## config.mk

```make
export PLATFORM = sky130hd
export DESIGN_NAME = csb_sideband
export DESIGN_NICKNAME = d
export VERILOG_FILES = /design/src/hw/csb_pkg.sv /design/src/hw/csb_sync_if.sv /design/src/hw/csb_sideband.sv /design/src/hw/csb_sync2.sv
export SDC_FILE = /design/constraint.sdc
export NUM_CORES = 1
export LEC_CHECK = 0
export BUFFER_PORTS_ARGS = -buffer_cell sky130_fd_sc_hd__buf_2
export CORE_MARGIN = 4
export CORE_UTILIZATION = 40
export CTS_BUF_LIST = sky130_fd_sc_hd__clkbuf_2 sky130_fd_sc_hd__clkbuf_4 sky130_fd_sc_hd__clkbuf_8
export DETAILED_ROUTE_END_ITERATION = 7
export GPL_ROUTABILITY_DRIVEN = 0
export GPL_TIMING_DRIVEN = 0
export HOLD_SLACK_MARGIN = 0.06
export PLACE_DENSITY = 0.73
export RECOVER_POWER = 50
export SYNTH_ARGS = -nofsm -noshare
export SYNTH_HDL_FRONTEND = slang
export SYNTH_HIERARCHICAL = 1
export SYNTH_SLANG_ARGS = --single-unit
```

## constraint.sdc

```tcl
create_clock -name core_clk_i -period 2.1 [get_ports core_clk_i]
set_clock_uncertainty 0.15 [all_clocks]
set_input_delay 0.105 -clock core_clk_i [delete_from_list [all_inputs] [get_ports core_clk_i]]
set_output_delay 0.105 -clock core_clk_i [all_outputs]
set_load 0.02 [all_outputs]
```

## src/hw/csb_pkg.sv

```systemverilog
package csb_pkg;
  // Register byte offsets on the AXI4-Lite slave.
  localparam logic [7:0] CTRL_OFF = 8'h00;
  localparam logic [7:0] STAT_OFF = 8'h04;
  localparam logic [7:0] IRQ_STAT_OFF = 8'h08;
  localparam logic [7:0] IRQ_MASK_OFF = 8'h0C;
  localparam logic [7:0] LOCK_OFF = 8'h10;
  // Control register fields.
  localparam int CTRL_IRQC_EN_BIT = 0;
  localparam int CTRL_NATIVE_BIT = 1;
  localparam int CTRL_PROBE_ACK_BIT = 2;
  localparam logic [31:0] CTRL_RST = 32'h0000_0001;
  // Status register fields.
  localparam int STAT_RUN_BIT = 0;
  localparam int STAT_SELF_TEST_RUN_BIT = 1;
  localparam int STAT_LOCK_BIT = 2;
  localparam int STAT_FPERR_BIT = 3;
  localparam int STAT_PROBE_BIT = 4;
  // Interrupt status fields, same layout in the mask register.
  localparam int IRQ_WARM_BIT = 0;
  localparam int IRQ_LIRQ0_BIT = 1;
  localparam int IRQ_LIRQ1_BIT = 2;
  localparam int IRQ_PROBE_BIT = 3;
  localparam int IRQ_FPERR_BIT = 4;
  localparam int IRQ_W = 5;
  // Lock register: writing 1 starts a locked sequence, writing 0 lets it end when the last transaction completes.
  localparam int LOCK_REQ_BIT = 0;
  // Self test length.
  localparam int CLK_MHZ = 100;
  localparam int SELF_TEST_RUN_TIME_NS = 1000;
  localparam int SELF_TEST_RUN_CYCLES = (SELF_TEST_RUN_TIME_NS * CLK_MHZ + 999) / 1000;
  localparam int SYNC_STAGES = 2;
  // Execution core sequencing states.
  typedef enum logic [1:0] {
    CSB_ST_RESET = 2'b00,
    CSB_ST_SELF_TEST_RUN = 2'b01,
    CSB_ST_FETCH = 2'b10,
    CSB_ST_WARM = 2'b11
  } csb_state_t;
endpackage

```

## src/hw/csb_sync_if.sv

```systemverilog
`timescale 1ns/1ns
// Bundle of raw asynchronous pins and their synchronised copies.
interface csb_sync_if;
  logic [3:0] raw;
  logic [3:0] sync;
  modport src (output raw, input sync);
  modport dst (input raw, output sync);
endinterface // csb_sync_if

```

## src/hw/csb_sideband.sv

```systemverilog
// Decided for this implementation: the AXI4-Lite slave port and the placing of the registers.
`timescale 1ns/1ns
// Behaviour
// - Warm restart clears integer registers, keeps caches.
// - After warm restart, fetch from configured vector.
// - Keep serving snoops during warm restart.
// - Warm restart input is synchronised internally.
// - Warm restart at reset release runs self test.
// - Controller off: irq0 maskable, irq1 nonmaskable.
// - Both local irq pins are synchronised.
// - Controller enabled after reset.
// - Hold atomic lock across whole locked sequence.
// - Error ignore input is synchronised internally.
// - Drive probe ready to the debug tool.
// - Error ignore masks numeric error unless native.
module csb_sideband #(
  parameter int SELF_TEST_RUN_LEN = csb_pkg::SELF_TEST_RUN_CYCLES,
  parameter logic [31:0] RESET_VECTOR = 32'hFFFF_FFF0
) (
  input wire logic core_clk_i,
  input wire logic nrst_i,
  input wire logic warm_restart_n_i,
  input wire logic [1:0] local_irq_pins_i,
  input wire logic fp_error_ignore_n_i,
  input wire logic probe_request_n_i,
  input wire logic snoop_req_i,
  input wire logic fp_error_pending_i,
  input wire logic lock_seq_last_done_i,
  output logic snoop_ack_o,
  output logic int_regs_clear_o,
  output logic [31:0] fetch_addr_o,
  output logic fetch_en_o,
  output logic self_test_run_active_o,
  output logic maskable_irq_o,
  output logic nonmaskable_irq_o,
  output logic [1:0] local_irq_o,
  output logic fp_exception_o,
  output logic atomic_hold_n_o,
  output logic probe_ready_n_o,
  output logic irq_o,
  input wire logic [31:0] s_axi_awaddr,
  input wire logic s_axi_awvalid,
  output logic s_axi_awready,
  input wire logic [31:0] s_axi_wdata,
  input wire logic [3:0] s_axi_wstrb,
  input wire logic s_axi_wvalid,
  output logic s_axi_wready,
  output logic [1:0] s_axi_bresp,
  output logic s_axi_bvalid,
  input wire logic s_axi_bready,
  input wire logic [31:0] s_axi_araddr,
  input wire logic s_axi_arvalid,
  output logic s_axi_arready,
  output logic [31:0] s_axi_rdata,
  output logic [1:0] s_axi_rresp,
  output logic s_axi_rvalid,
  input wire logic s_axi_rready
);
  // Synchronised copies of the asynchronous pins.
  csb_sync_if sif();
  logic warm_n_s; // Synchronised warm restart, active low.
  logic fpign_n_s; // Synchronised error ignore, active low.
  logic [1:0] lirq_s; // Synchronised local interrupt pins.
  logic probe_request_n_n_s; // Synchronised probe request.

  assign sif.raw = {probe_request_n_i, fp_error_ignore_n_i, local_irq_pins_i[1],
    local_irq_pins_i[0]};
  assign lirq_s = sif.sync[1:0];
  assign fpign_n_s = sif.sync[2];
  assign probe_request_n_n_s = sif.sync[3];

  // One synchroniser per async pin; interrupt pins idle low, the rest high.
  genvar gi;
  generate
    for (gi = 0; gi < 4; gi++)
    begin : g_sync
      csb_sync2 #(.RST_VAL(gi >= 2)) u_sync (
        .core_clk_i(core_clk_i),
        .nrst_i(nrst_i),
        .d_i(sif.raw[gi]),
        .q_o(sif.sync[gi])
      );
    end
  endgenerate

  // Warm restart gets its own synchroniser.
  csb_sync2 #(.RST_VAL(1'b1)) u_warm_sync (
    .core_clk_i(core_clk_i),
    .nrst_i(nrst_i),
    .d_i(warm_restart_n_i),
    .q_o(warm_n_s)
  );

  // Register file.
  localparam int IRQ_W_L = csb_pkg::IRQ_W;
  logic [31:0] ctrl_r;
  logic [IRQ_W_L-1:0] irq_stat_r;
  logic [IRQ_W_L-1:0] irq_mask_r;
  logic lock_req_r; // Software request for a locked sequence.

  // Sequencer state.
  csb_pkg::csb_state_t state_r;
  csb_pkg::csb_state_t state_nxt;
  logic [31:0] self_test_run_cnt_r;
  logic [1:0] settle_r; // Edges since reset release, until the synchroniser holds the pin.

  // Controller enable and native error mode come from the control register.
  wire irqc_en = ctrl_r[csb_pkg::CTRL_IRQC_EN_BIT];
  wire native_mode = ctrl_r[csb_pkg::CTRL_NATIVE_BIT];
  wire probe_ack = ctrl_r[csb_pkg::CTRL_PROBE_ACK_BIT];

  // The self test strap is decided only once the synchroniser carries the pin.
  // Its reset value is the idle level, so an earlier look would mask a low pin.
  always_comb
  begin
    state_nxt = state_r;
    case (state_r)
      csb_pkg::CSB_ST_RESET:
        if (settle_r == 2'(csb_pkg::SYNC_STAGES))
          state_nxt = (!warm_n_s) ? csb_pkg::CSB_ST_SELF_TEST_RUN : csb_pkg::CSB_ST_FETCH;
      csb_pkg::CSB_ST_SELF_TEST_RUN:
        if (self_test_run_cnt_r == 32'(SELF_TEST_RUN_LEN - 1))
          state_nxt = csb_pkg::CSB_ST_FETCH;
      csb_pkg::CSB_ST_FETCH:
        if (!warm_n_s)
          state_nxt = csb_pkg::CSB_ST_WARM;
      csb_pkg::CSB_ST_WARM:
        if (warm_n_s)
          state_nxt = csb_pkg::CSB_ST_FETCH;
      default:
        state_nxt = csb_pkg::CSB_ST_RESET;
    endcase
  end

  // State register and self test counter.
  always_ff @(posedge core_clk_i or negedge nrst_i)
  begin
    if (!nrst_i)
    begin
      state_r <= csb_pkg::CSB_ST_RESET;
      self_test_run_cnt_r <= 32'h0000_0000;
      settle_r <= 2'h0;
    end
    else
    begin
      state_r <= state_nxt;
      if (settle_r != 2'(csb_pkg::SYNC_STAGES))
        settle_r <= settle_r + 2'h1;
      self_test_run_cnt_r <= (state_r == csb_pkg::CSB_ST_SELF_TEST_RUN) ? self_test_run_cnt_r + 32'h0000_0001
        : 32'h0000_0000;
    end
  end

  // Integer registers clear while warm restart holds; caches untouched.
  assign int_regs_clear_o = (state_r == csb_pkg::CSB_ST_WARM);
  assign fetch_en_o = (state_r == csb_pkg::CSB_ST_FETCH);
  assign fetch_addr_o = RESET_VECTOR;
  assign self_test_run_active_o = (state_r == csb_pkg::CSB_ST_SELF_TEST_RUN);
  // Snoops are answered in every state, warm restart included.
  assign snoop_ack_o = snoop_req_i;

  // Interrupt pin routing: controller mode passes pins, else legacy roles.
  assign local_irq_o = irqc_en ? lirq_s : 2'b00;
  assign maskable_irq_o = !irqc_en && lirq_s[0];
  assign nonmaskable_irq_o = !irqc_en && lirq_s[1];

  // Numeric error raises an exception unless ignored; native mode bypasses pin.
  assign fp_exception_o = fp_error_pending_i && (native_mode || fpign_n_s);

  // Lock held from the request until the last transaction completes.
  logic lock_r;
  always_ff @(posedge core_clk_i or negedge nrst_i)
  begin
    if (!nrst_i)
      lock_r <= 1'b0;
    else if (lock_req_r)
      lock_r <= 1'b1;
    else if (lock_seq_last_done_i)
      lock_r <= 1'b0;
  end
  // Held low continuously so the priority agent cannot take the bus.
  assign atomic_hold_n_o = !(lock_r || lock_req_r);

  // Probe ready follows a pending request once software acknowledges it.
  logic probe_ready_n_r;
  always_ff @(posedge core_clk_i or negedge nrst_i)
  begin
    if (!nrst_i)
      probe_ready_n_r <= 1'b0;
    else
      probe_ready_n_r <= !probe_request_n_n_s && probe_ack && (state_r == csb_pkg::CSB_ST_FETCH);
  end
  assign probe_ready_n_o = !probe_ready_n_r;

  // Event detection for interrupts: rising edges of the synchronised irq pins and of fp_exception_o, falling edges of warm restart and probe request.
  logic warm_q_r;
  logic [1:0] lirq_q_r;
  logic probe_request_n_q_r;
  logic fpx_q_r;
  always_ff @(posedge core_clk_i or negedge nrst_i)
  begin
    if (!nrst_i)
    begin
      warm_q_r <= 1'b1;
      lirq_q_r <= 2'b00;
      probe_request_n_q_r <= 1'b1;
      fpx_q_r <= 1'b0;
    end
    else
    begin
      warm_q_r <= warm_n_s;
      lirq_q_r <= lirq_s;
      probe_request_n_q_r <= probe_request_n_n_s;
      fpx_q_r <= fp_exception_o;
    end
  end
  wire [IRQ_W_L-1:0] ev = {fp_exception_o && !fpx_q_r, !probe_request_n_n_s && probe_request_n_q_r,
    lirq_s[1] && !lirq_q_r[1], lirq_s[0] && !lirq_q_r[0], !warm_n_s && warm_q_r};

  // AXI4-Lite slave: address and data taken in either order, one at a time.
  logic aw_got_r;
  logic w_got_r;
  logic [7:0] awaddr_r;
  logic [31:0] wdata_r;
  logic [3:0] wstrb_r;
  assign s_axi_awready = !aw_got_r && !s_axi_bvalid;
  assign s_axi_wready = !w_got_r && !s_axi_bvalid;
  wire aw_hs = s_axi_awvalid && s_axi_awready;
  wire w_hs = s_axi_wvalid && s_axi_wready;
  wire aw_have = aw_got_r || aw_hs;
  wire w_have = w_got_r || w_hs;
  wire [7:0] wa = aw_got_r ? awaddr_r : s_axi_awaddr[7:0];
  wire [31:0] wd = w_got_r ? wdata_r : s_axi_wdata;
  wire [3:0] ws = w_got_r ? wstrb_r : s_axi_wstrb;
  wire do_wr = aw_have && w_have;
  wire wr_ctrl = do_wr && (wa == csb_pkg::CTRL_OFF);
  wire wr_istat = do_wr && (wa == csb_pkg::IRQ_STAT_OFF);
  wire wr_imask = do_wr && (wa == csb_pkg::IRQ_MASK_OFF);
  wire wr_lock = do_wr && (wa == csb_pkg::LOCK_OFF);
  wire wr_ok = wr_ctrl || wr_istat || wr_imask || wr_lock ||
    (wa == csb_pkg::STAT_OFF);
  wire wr_hi = ws[0]; // All fields sit in byte 0.

  // Write channel holding registers and response.
  always_ff @(posedge core_clk_i or negedge nrst_i)
  begin
    if (!nrst_i)
    begin
      aw_got_r <= 1'b0;
      w_got_r <= 1'b0;
      awaddr_r <= 8'h00;
      wdata_r <= 32'h0000_0000;
      wstrb_r <= 4'h0;
      s_axi_bvalid <= 1'b0;
      s_axi_bresp <= 2'b00;
    end
    else
    begin
      if (aw_hs)
        awaddr_r <= s_axi_awaddr[7:0];
      if (w_hs)
      begin
        wdata_r <= s_axi_wdata;
        wstrb_r <= s_axi_wstrb;
      end
      aw_got_r <= do_wr ? 1'b0 : aw_have;
      w_got_r <= do_wr ? 1'b0 : w_have;
      if (do_wr)
      begin
        s_axi_bvalid <= 1'b1;
        s_axi_bresp <= wr_ok ? 2'b00 : 2'b10; // Unmapped answers SLVERR.
      end
      else if (s_axi_bready)
        s_axi_bvalid <= 1'b0;
    end
  end

  // Software registers; hardware set beats write-one clear.
  always_ff @(posedge core_clk_i or negedge nrst_i)
  begin
    if (!nrst_i)
    begin
      ctrl_r <= csb_pkg::CTRL_RST;
      irq_stat_r <= '0;
      irq_mask_r <= '0;
      lock_req_r <= 1'b0;
    end
    else
    begin
      if (wr_ctrl && wr_hi)
        ctrl_r <= {29'h0000_0000, wd[2:0]};
      if (wr_imask && wr_hi)
        irq_mask_r <= wd[IRQ_W_L-1:0];
      if (wr_lock && wr_hi)
        lock_req_r <= wd[csb_pkg::LOCK_REQ_BIT];
      irq_stat_r <= (irq_stat_r & ~((wr_istat && wr_hi) ? wd[IRQ_W_L-1:0] : '0)) | ev;
    end
  end
  assign irq_o = |(irq_stat_r & irq_mask_r);

  // Read path.
  wire [7:0] ra = s_axi_araddr[7:0];
  wire [31:0] stat_v = {27'h000_0000, !probe_ready_n_o, fp_exception_o,
    !atomic_hold_n_o, self_test_run_active_o, fetch_en_o};
  wire rd_ok = (ra == csb_pkg::CTRL_OFF) || (ra == csb_pkg::STAT_OFF) ||
    (ra == csb_pkg::IRQ_STAT_OFF) || (ra == csb_pkg::IRQ_MASK_OFF) ||
    (ra == csb_pkg::LOCK_OFF);
  wire [31:0] rd_v = (ra == csb_pkg::CTRL_OFF) ? ctrl_r :
    (ra == csb_pkg::STAT_OFF) ? stat_v :
    (ra == csb_pkg::IRQ_STAT_OFF) ? {27'h000_0000, irq_stat_r} :
    (ra == csb_pkg::IRQ_MASK_OFF) ? {27'h000_0000, irq_mask_r} :
    (ra == csb_pkg::LOCK_OFF) ? {31'h0000_0000, lock_r} : 32'h0000_0000;
  assign s_axi_arready = !s_axi_rvalid;

  // Read answer registered one cycle after the address is taken.
  always_ff @(posedge core_clk_i or negedge nrst_i)
  begin
    if (!nrst_i)
    begin
      s_axi_rvalid <= 1'b0;
      s_axi_rdata <= 32'h0000_0000;
      s_axi_rresp <= 2'b00;
    end
    else if (s_axi_arvalid && s_axi_arready)
    begin
      s_axi_rvalid <= 1'b1;
      s_axi_rdata <= rd_v;
      s_axi_rresp <= rd_ok ? 2'b00 : 2'b10;
    end
    else if (s_axi_rready)
      s_axi_rvalid <= 1'b0;
  end
endmodule // csb_sideband

```

## src/hw/csb_sync2.sv

```systemverilog
`timescale 1ns/1ns
// Two flop synchroniser; the first stage feeds only the second.
module csb_sync2 #(
  parameter logic RST_VAL = 1'b1
) (
  input wire logic core_clk_i,
  input wire logic nrst_i,
  input wire logic d_i,
  output logic q_o
);
  logic meta_r; // First stage, read only by the second.
  // Both stages reset to the inactive level of the pin.
  always_ff @(posedge core_clk_i or negedge nrst_i)
  begin
    if (!nrst_i)
    begin
      meta_r <= RST_VAL;
      q_o <= RST_VAL;
    end
    else
    begin
      meta_r <= d_i;
      q_o <= meta_r;
    end
  end
endmodule // csb_sync2

```

# Word-level counts from Yosys, hierarchy flattened
# Cells that the tools add are included.
[totals]
ff_bits = 121
out_inout_bits = 85
[classes]
n_addsub = 2
eq_ne = 18
mux = 27
bitwise = 4
n_reduce_logical = 56
[ops]
columns = ["operator", "n"]
rows = [
  ["32-bit by 1-bit adder with 32-bit output, second input constant", 1],
  ["32-bit by 7-bit equality test with 1-bit output, second input constant", 1],
  ["8-bit by 4-bit equality test with 1-bit output, second input constant", 4],
  ["32-bit 2-to-1 mux", 1],
  ["5-bit 2-to-1 mux", 6],
  ["1-bit logical AND", 24],
  ["8-bit by 3-bit equality test with 1-bit output, second input constant", 2],
  ["8-bit by 5-bit equality test with 1-bit output, second input constant", 2],
  ["8-bit zero test", 2],
  ["2-bit 2-to-1 mux", 8],
  ["1-bit zero test", 12],
  ["1-bit logical OR", 12],
  ["5-bit bitwise AND", 2],
  ["1-bit 2-to-1 mux", 10],
  ["8-bit 2-to-1 mux", 1],
  ["2-bit one-hot mux with 4 select lines", 1],
  ["2-bit equality test, second input constant", 3],
  ["2-bit inequality test, second input constant", 3],
  ["2-bit nonzero test", 3],
  ["5-bit inverter", 1],
  ["5-bit OR", 1],
  ["5-bit OR reduction", 1],
  ["2-bit by 1-bit inequality test with 1-bit output, second input constant", 2],
  ["4-bit AND reduction", 1],
  ["other kinds (3)", 3],
]

# Longest topological paths before layout
# Gate-level depths: netlist (run 1).
[logic_depth]
ltp_word = 11
ltp_mapped = 7
ltp_nobuf = 5

# Modules after synthesis
# Netlist (run 1), hierarchy kept.
[modules_own_cells]
columns = ["module", "n_inst", "cells_per_inst", "area_per_inst_um2", "seq_area_each_um2"]
rows = [
  ["csb_sideband", 1, 450, 4559.4, 2055.7],
  ["csb_sync2 (g_sync[2].u_sync ...)", 3, 2, 52.6, 52.6],
  ["csb_sync2 (g_sync[0].u_sync ...)", 2, 2, 50.0, 50.0],
]

# Worst setup path before layout (run 1)
# OpenSTA, ideal clock, no wires.
[synth_timing]
path_kind = "register to register"
start = "reg aw_got_r"
end = "reg lock_req_r"
setup_ns = 0.128
arrival_ns = 1.874
path_slack_ns = -0.052
path_stages_with_launch = 6
path_buffers = 1
period_less_slack_ns = 2.152
cell_sequence = "dfrtp_1 > buf_2 > or4_1 > a21bo_1 > nor4b_1 > mux2_1"
[synth_via]
elab_chain_cells = 7
word_cells_on_any_way = 9
classes_between = "eq/ne (1); mux (1); reduce/logical (7)"
[synth_rtl]
columns = ["item", "line_no", "source"]
rows = [
  ["start: declaration", "csb_sideband.sv:221", "logic aw_got_r;"],
  ["start signal: assignment", "csb_sideband.sv:266", "aw_got_r <= do_wr ? 1'b0 : aw_have;"],
  ["branches (longest 5 deep; another with 8-bit 2-to-1 mux)", "n/a", ""],
  ["1-bit logical AND (*)", "csb_sideband.sv:239", "wire wr_lock = do_wr && (wa == csb_pkg::LOCK_OFF);"],
  ["1-bit logical AND (*)", "csb_sideband.sv:294", "if (wr_lock && wr_hi)"],
  ["end signal: assignment", "csb_sideband.sv:295", "lock_req_r <= wd[csb_pkg::LOCK_REQ_BIT];"],
  ["end: declaration", "csb_sideband.sv:99", "logic lock_req_r;"],
]
# Every way passes the cells marked *.
# A chain may end at the register's enable or synchronous reset.

# Worst setup path in the final report (run 1)
[layout_timing]
start = "reg aw_got_r"
end = "reg ctrl_r[2]"
[layout_via]
elab_chain_cells = 7
word_cells_on_any_way = 9
classes_between = "mux (1); reduce/logical (8)"
[layout_rtl]
columns = ["item", "line_no", "source"]
rows = [
  ["1-bit zero test", "csb_sideband.sv:226", "assign s_axi_awready = !aw_got_r && !s_axi_bvalid;"],
  ["1-bit logical AND", "csb_sideband.sv:226", ""],
  ["1-bit logical AND", "csb_sideband.sv:228", "wire aw_hs = s_axi_awvalid && s_axi_awready;"],
  ["1-bit logical OR", "csb_sideband.sv:230", "wire aw_have = aw_got_r || aw_hs;"],
  ["1-bit logical AND", "csb_sideband.sv:235", "wire do_wr = aw_have && w_have;"],
  ["1-bit logical AND (*)", "csb_sideband.sv:236", "wire wr_ctrl = do_wr && (wa == csb_pkg::CTRL_OFF);"],
  ["1-bit logical AND (*)", "csb_sideband.sv:290", "if (wr_ctrl && wr_hi)"],
  ["end signal: assignment", "csb_sideband.sv:283", "ctrl_r <= csb_pkg::CTRL_RST;"],
  ["end signal: assignment", "csb_sideband.sv:291", "ctrl_r <= {29'h0000_0000, wd[2:0]};"],
  ["end: declaration", "csb_sideband.sv:96", "logic [31:0] ctrl_r;"],
]
# Every way passes the cells marked *; elsewhere a longest branch is shown, timed or not.

==> impl_metrics.tcl, run 1 <==
set metrics [dict create \
    min_path_cells 4 \
    cts_tree "built" \
    peakVddDrop_v 0.000333 \
    cpMaxStageDelayCell "dfrtp_1" \
    sw_frac_of_total_pct 32.2 \
    startpoint_type "flip-flop" \
    intPower_mw 3.27 \
    crit_required_ns 2.20 \
    synth_cells 460 \
    antenna_cells 0 \
    fin_nets 776 \
    max_stage_delay_ns 0.42 \
    yosys_warnings 6 \
    outcome "finished, violations left" \
    seq_area_frac_synth_pct 48.0 \
    synth_edf_count 0 \
    p_comb_share_pct 28.7 \
    cp-end-kind "flip-flop" \
    die_width_um 118 \
    arrival_ns 2.31 \
    synth_cell_types 56 \
    finalCritPeriodShare_pct 106 \
    r2r-end "ctrl_r[2]" \
    power_density_nw_per_um2 725 \
    rows 39 \
    htree_levels 3 \
    ff2ff_setup_slack_ns -0.12 \
    hpwlAfterDp_um 7720 \
    hp-start "s_axi_araddr[1]" \
    fmax_mhz 451 \
    synth_area_leaders "dfrtp_1, buf_4, mux2_2" \
    async_flop_share_pct 100 \
    hold_viol 0 \
    place_area_um2 5550 \
    syn2layout_area_growth_pct 37.9 \
    hold_path_class "in -> reg" \
    drive_gt1_share_pct 40.1 \
    path_common_cell "buf_4" \
    synthFlopType "dfrtp_1" \
    setup_viol 12 \
    core_region_area_um2 11600 \
    grt_usage_pct 16.4 \
    clock-root-buffer "clkbuf_8" \
    routed_wl_um 12000 \
    pwr-share-seq_pct 45.2 \
    syn_area_per_cell_um2 10.5 \
    via_per_inst 5.00 \
    grt_pass1_wl_um 18800 \
    violations "negative setup slack" \
    final_area_um2 6640 \
    clkPwrFrac_pct 26.1 \
    post-place-ws_ns -0.280 \
    p_switching_mw 1.55 \
    globalRouteOverflowTotal 0 \
    tightestPinTransition_ns 0.847 \
    synth.ff_latch_count 92 \
    clk_path_buf_depth 2 \
    holdWs_ns 0.0584 \
    min_delay_worst_endpoint "s_axi_rresp[1]" \
    io_buffers 58 \
    initial_core_util_pct 41.5 \
    relSlewSlack_pct 43.5 \
    yosysMostFrequentCell "dfrtp_1" \
    route.detailed.drc 0 \
    crit_type "reg -> reg" \
    netlist_area_um2 4820 \
    antenna_found_initial 0 \
    rsz0062_at_grt "yes" \
    max_cap_violations 0 \
    ys_top_cells_by_count "dfrtp_1, buf_4, a21oi_1" \
    numCtsBuffers 9 \
    synth_top_area_share_pct 43.1 \
    fin_crit_ns 2.22 \
    clock_latency_ns 0.36 \
    cp-startpoint "aw_got_r" \
    clock_sinks 92 \
    fill_cells 960 \
    final_antenna_net_count 0 \
    fp.dieH_um 118 \
    die_area_um2 13900 \
    synth_top_area_cell "dfrtp_1" \
    wire_per_inst_um 14.9 \
    crit_chain "buf_6, buf_4, mux2i_4, a21bo_4, nor4_4, buf_4, mux2_4" \
    cp_max_fo 6 \
    grt_max_degree 59 \
    drv_slew 0 \
    ioPinCount 200 \
    drt_iter0_drc 182 \
    r2r-start "aw_got_r" \
    reg2reg_depth 7 \
    grt_pass1_vias 3906 \
    power_mw 4.82 \
    first_pass_iters 5 \
    fin_ws_ns -0.118 \
    leakage_nw 3.01 \
    dr_total_vias 4039 \
    clkTransAtPathRegs_ns 0.10 \
]
layout make-up:
cell class	count	area [um2]	area share (%)
repair buffers	130	932	14.0
multi-input cells	328	2360	35.6
well taps	143	179	2.69
clock buffers	10	138	2.07
plain buffers	76	557	8.38
clock inverters	6	68.8	1.04
flip-flops and latches	92	2320	35.0
inverters	22	82.6	1.24
layer usage:
layer  up-vias  routed length [um]  global-route usage, %
met4         0                 287                   4.62
met1      1934                4650                   18.9
met3        26                 807                   4.13
li1       1928                   -                      -
met2       151                6290                   29.9
met5         -                   0                      0
worst max-delay path: cells and delay by family (launching register included):
kind / cells / cell delay [ns]
AOI/OAI and AO/OA: 1 / 0.27
buffers and inverters: 3 / 0.47
DFF: 1 / 0.42
muxes: 2 / 0.58
and+or+nand+nor: 1 / 0.20
placed cells by master, fill, tap and decap left out, drive strengths merged, types with 12 or more instances in the layout:
cell type / count
a21oi: 26
buf: 162
clkbuf: 22
conb: 61
dfrtp: 83
dlygate4sd3: 32
inv: 25
mux2: 31
nand2: 22
nand4: 14
nor2: 18
o21ai: 15
o31ai: 12
or4: 19
power groups by stage:
stage / clock network [mW] / logic, mW / registers, mW
after global placement: 0 / 1.11 / 2.15
after CTS: 1.28 / 1.31 / 2.14
after floorplan: 0 / 0.855 / 2.14
after detailed placement: 0 / 1.15 / 2.17
after global routing: 1.36 / 1.49 / 2.21
final: 1.26 / 1.38 / 2.18
cell families after synthesis:
logic type	after synthesis	synth area share, %
xor gates and xnor gates	11	2.00
AOI/OAI and AO/OA	78	10.4
other	2	0.156
adders and majority gates	2	0.519
muxes	35	8.60
and+or+nand+nor	140	17.4
DFF	92	48.0
buffers and inverters	100	12.9
timing repair:
action                                  CTS  global route
pin swaps                                11            23
resized for setup                        30            43
setup buffers                            20            20
endpoints found under the hold margin   130             0
endpoints found under the setup margin   34            29
gates cloned                              0             1
hold buffers                             32             0
stage by stage:
step,setup TNS [ns],util (%),cells
floorplan,-0.160,-,519
global placement,-7.96,47.6,720
detailed placement,-5.86,47.8,721
CTS,-0.996,54.6,789
global route,-1.62,57.2,807
finish,-0.855,57.2,807
worst max-delay path by stage:
stage | end | slack [ns] | cells after the start
after floorplan | lock_req_r | -0.03 | 5
after global placement | irq_stat_r[0] | -0.26 | 4
after detailed placement | self_test_run_cnt_r[24] | -0.28 | 6
after CTS | irq_mask_r[1] | -0.13 | 5
after global routing | lock_req_r | -0.16 | 7
final | ctrl_r[2] | -0.12 | 7
state kept, by name, indices dropped and copies added (netlist names), 2 cells and up:
register              cells
irq_mask_r                5
ctrl_r                    3
state_r                   2
awaddr_r                  8
s_axi_rdata               5
settle_r                  2
wdata_r                   5
g_sync.u_sync/meta_r      4
lirq_q_r                  2
irq_stat_r                5
self_test_run_cnt_r      32
g_sync.u_sync/q_o         4
(Power assumes the default switching activity.)
==> run 2: changes to the inputs <==
- SETUP_SLACK_MARGIN: default -> 0.1
==> run 2 against run 1 <==
  * The run still ends with negative setup slack left
  * Hold slack better by 0.081 ns
  * Maximum frequency fell by 2.5%
  * Sequential share of layout area is 0.098 points lower
  * Critical path depth is the same
  * Worst setup slack got worse by 0.056 ns
  * Power decreased by 0.69%
  * First-iteration DRC count rose by 7.7%
  * Global-route usage grew 0.92 points
  * Final area grew 0.28%
  * Routed wire length is 1.7% higher
  * Critical endpoint is now irq_mask_r[0]
==> impl_metrics.tcl, run 2 (synthesis gave the netlist of run 1 again) <==
set metrics [dict create \
    outcome "finished, violations left" \
    violations "negative setup slack" \
    cts_tree "built" \
    mostFrequentLayoutCell "buf_4" \
    grt_pass1_vias 4046 \
    clk_path_buf_depth 2 \
    drt_iter0_drc 196 \
    clock-root-buffer "clkbuf_8" \
    route.detailed.drc 0 \
    fmax_mhz 440 \
    grt_max_degree 67 \
    rsz0062_at_grt "yes" \
    tns_ns -1.63 \
    drive_gt1_share_pct 41.1 \
    final_area_um2 6660 \
    hold_path_class "in -> reg" \
    relSlewSlack_pct 39.5 \
    tightestPinTransition_ns 0.908 \
    initial_core_util_pct 41.5 \
    clkTransAtPathRegs_ns 0.09 \
    reg2reg_depth 7 \
    leakage_nw 3.00 \
    routed_wl_um 12200 \
    htree_levels 3 \
    hpwlAfterDp_um 7930 \
    cp-end-kind "flip-flop" \
    fin_crit_ns 2.27 \
    via_per_inst 5.05 \
    crit_type "reg -> reg" \
    hold_viol 0 \
    io_buffers 58 \
    clock_latency_ns 0.37 \
    grt_pass1_wl_um 19800 \
    largest-register "self_test_run_cnt_r" \
    wire_per_inst_um 15.2 \
    max_cap_violations 0 \
    ff2ff_setup_slack_ns -0.17 \
    arrival_ns 2.39 \
    antenna_found_initial 0 \
    syn2layout_area_growth_pct 38.3 \
    drv_slew 0 \
    power_density_nw_per_um2 718 \
    hp-start "s_axi_araddr[3]" \
    grt_usage_pct 17.3 \
    fp.dieH_um 118 \
    finalCritPeriodShare_pct 108 \
    fin_nets 774 \
    r2r-end "irq_mask_r[0]" \
    final_antenna_net_count 0 \
    min_delay_worst_endpoint "s_axi_rdata[4]" \
    dr_total_vias 4064 \
    setup_viol 15 \
    fin_ws_ns -0.174 \
    numCtsBuffers 9 \
    antenna_cells 0 \
    place_area_um2 5570 \
    rows 39 \
    r2r-start "aw_got_r" \
    globalRouteOverflowTotal 0 \
    largest_reg_flops 32 \
    ioPinCount 200 \
    die_width_um 118 \
    die_area_um2 13900 \
    largestRegisters "self_test_run_cnt_r x32, awaddr_r x8" \
    first_pass_iters 5 \
    clock_sinks 92 \
    cp_max_fo 5 \
    min_path_cells 3 \
    crit_required_ns 2.21 \
    startpoint_type "flip-flop" \
    core_region_area_um2 11600 \
    peakVddDrop_v 0.000347 \
    mostFrequentLayoutCells "buf_4, dfrtp_1, conb_1" \
]
[run 2: routing by layer]
layer,GRT usage (%),routed length (um),vias up
met4,5.20,225,0
li1,-,-,1924
met1,21.2,5010,1986
met5,0,0,-
met2,29.5,6330,135
met3,5.14,681,19
[run 2: layout make-up]
cell class                 count  area [um2]
fill                         954        4950
buffer                        77         577
sequential                    92        2320
multi-input combinational    327        2380
clock inverter                 6        63.8
timing repair buffer         128         927
clock buffer                  10         131
tap                          143         179
inverter                      22        82.6
[run 2: worst max path at each step]
stage | startpoint | to | slack, ns | depth (start not counted)
after global routing | aw_got_r | irq_mask_r[0] | -0.23 | 7
after global placement | aw_got_r | irq_stat_r[3] | -0.22 | 4
after floorplan | aw_got_r | lock_req_r | -0.03 | 5
final | aw_got_r | irq_mask_r[0] | -0.17 | 7
after CTS | aw_got_r | irq_mask_r[0] | -0.12 | 6
after detailed placement | self_test_run_cnt_r[0] | self_test_run_cnt_r[24] | -0.33 | 6
[run 2: power breakdown]
group          total, mW  internal [mW]  leakage [nW]  switching (mW)
clock               1.20          0.564        0.0961           0.640
combinational       1.39          0.683          1.76           0.709
sequential          2.19           1.99          1.14           0.195
[run 2: worst max-delay path, cell delays in order, from the launching register on]
cell     delay, ns
dfrtp_1       0.43
buf_6         0.14
buf_6         0.10
mux2_4        0.33
or2_4         0.27
nor4_4        0.27
buf_6         0.17
mux2_4        0.30
[run 2: per-stage QoR]
stage                     setup slack, ns  utilization (%)  hold WS, ns  std cells  power, mW
final                              -0.174             57.4        0.140        805       4.78
after global routing               -0.228             57.4        0.164        805       5.02
after CTS                          -0.119             55.7       0.0929        794       4.70
after detailed placement           -0.333             48.0      -0.0898        721       3.32
after global placement             -0.219             47.7       0.0610        720       3.25
after floorplan                   -0.0258                -       -0.341        519       3.00
[run 2: what timing repair did]
| action | 4_1_cts | 5_1_grt |
|---|---|---|
| endpoints found under the setup margin | 35 | 42 |
| hold buffers | 34 | 0 |
| buffers inserted | 23 | 12 |
| cloned | 1 | 0 |
| endpoints found under the hold margin | 127 | 0 |
| resized for setup | 46 | 42 |
| pin swaps | 21 | 23 |
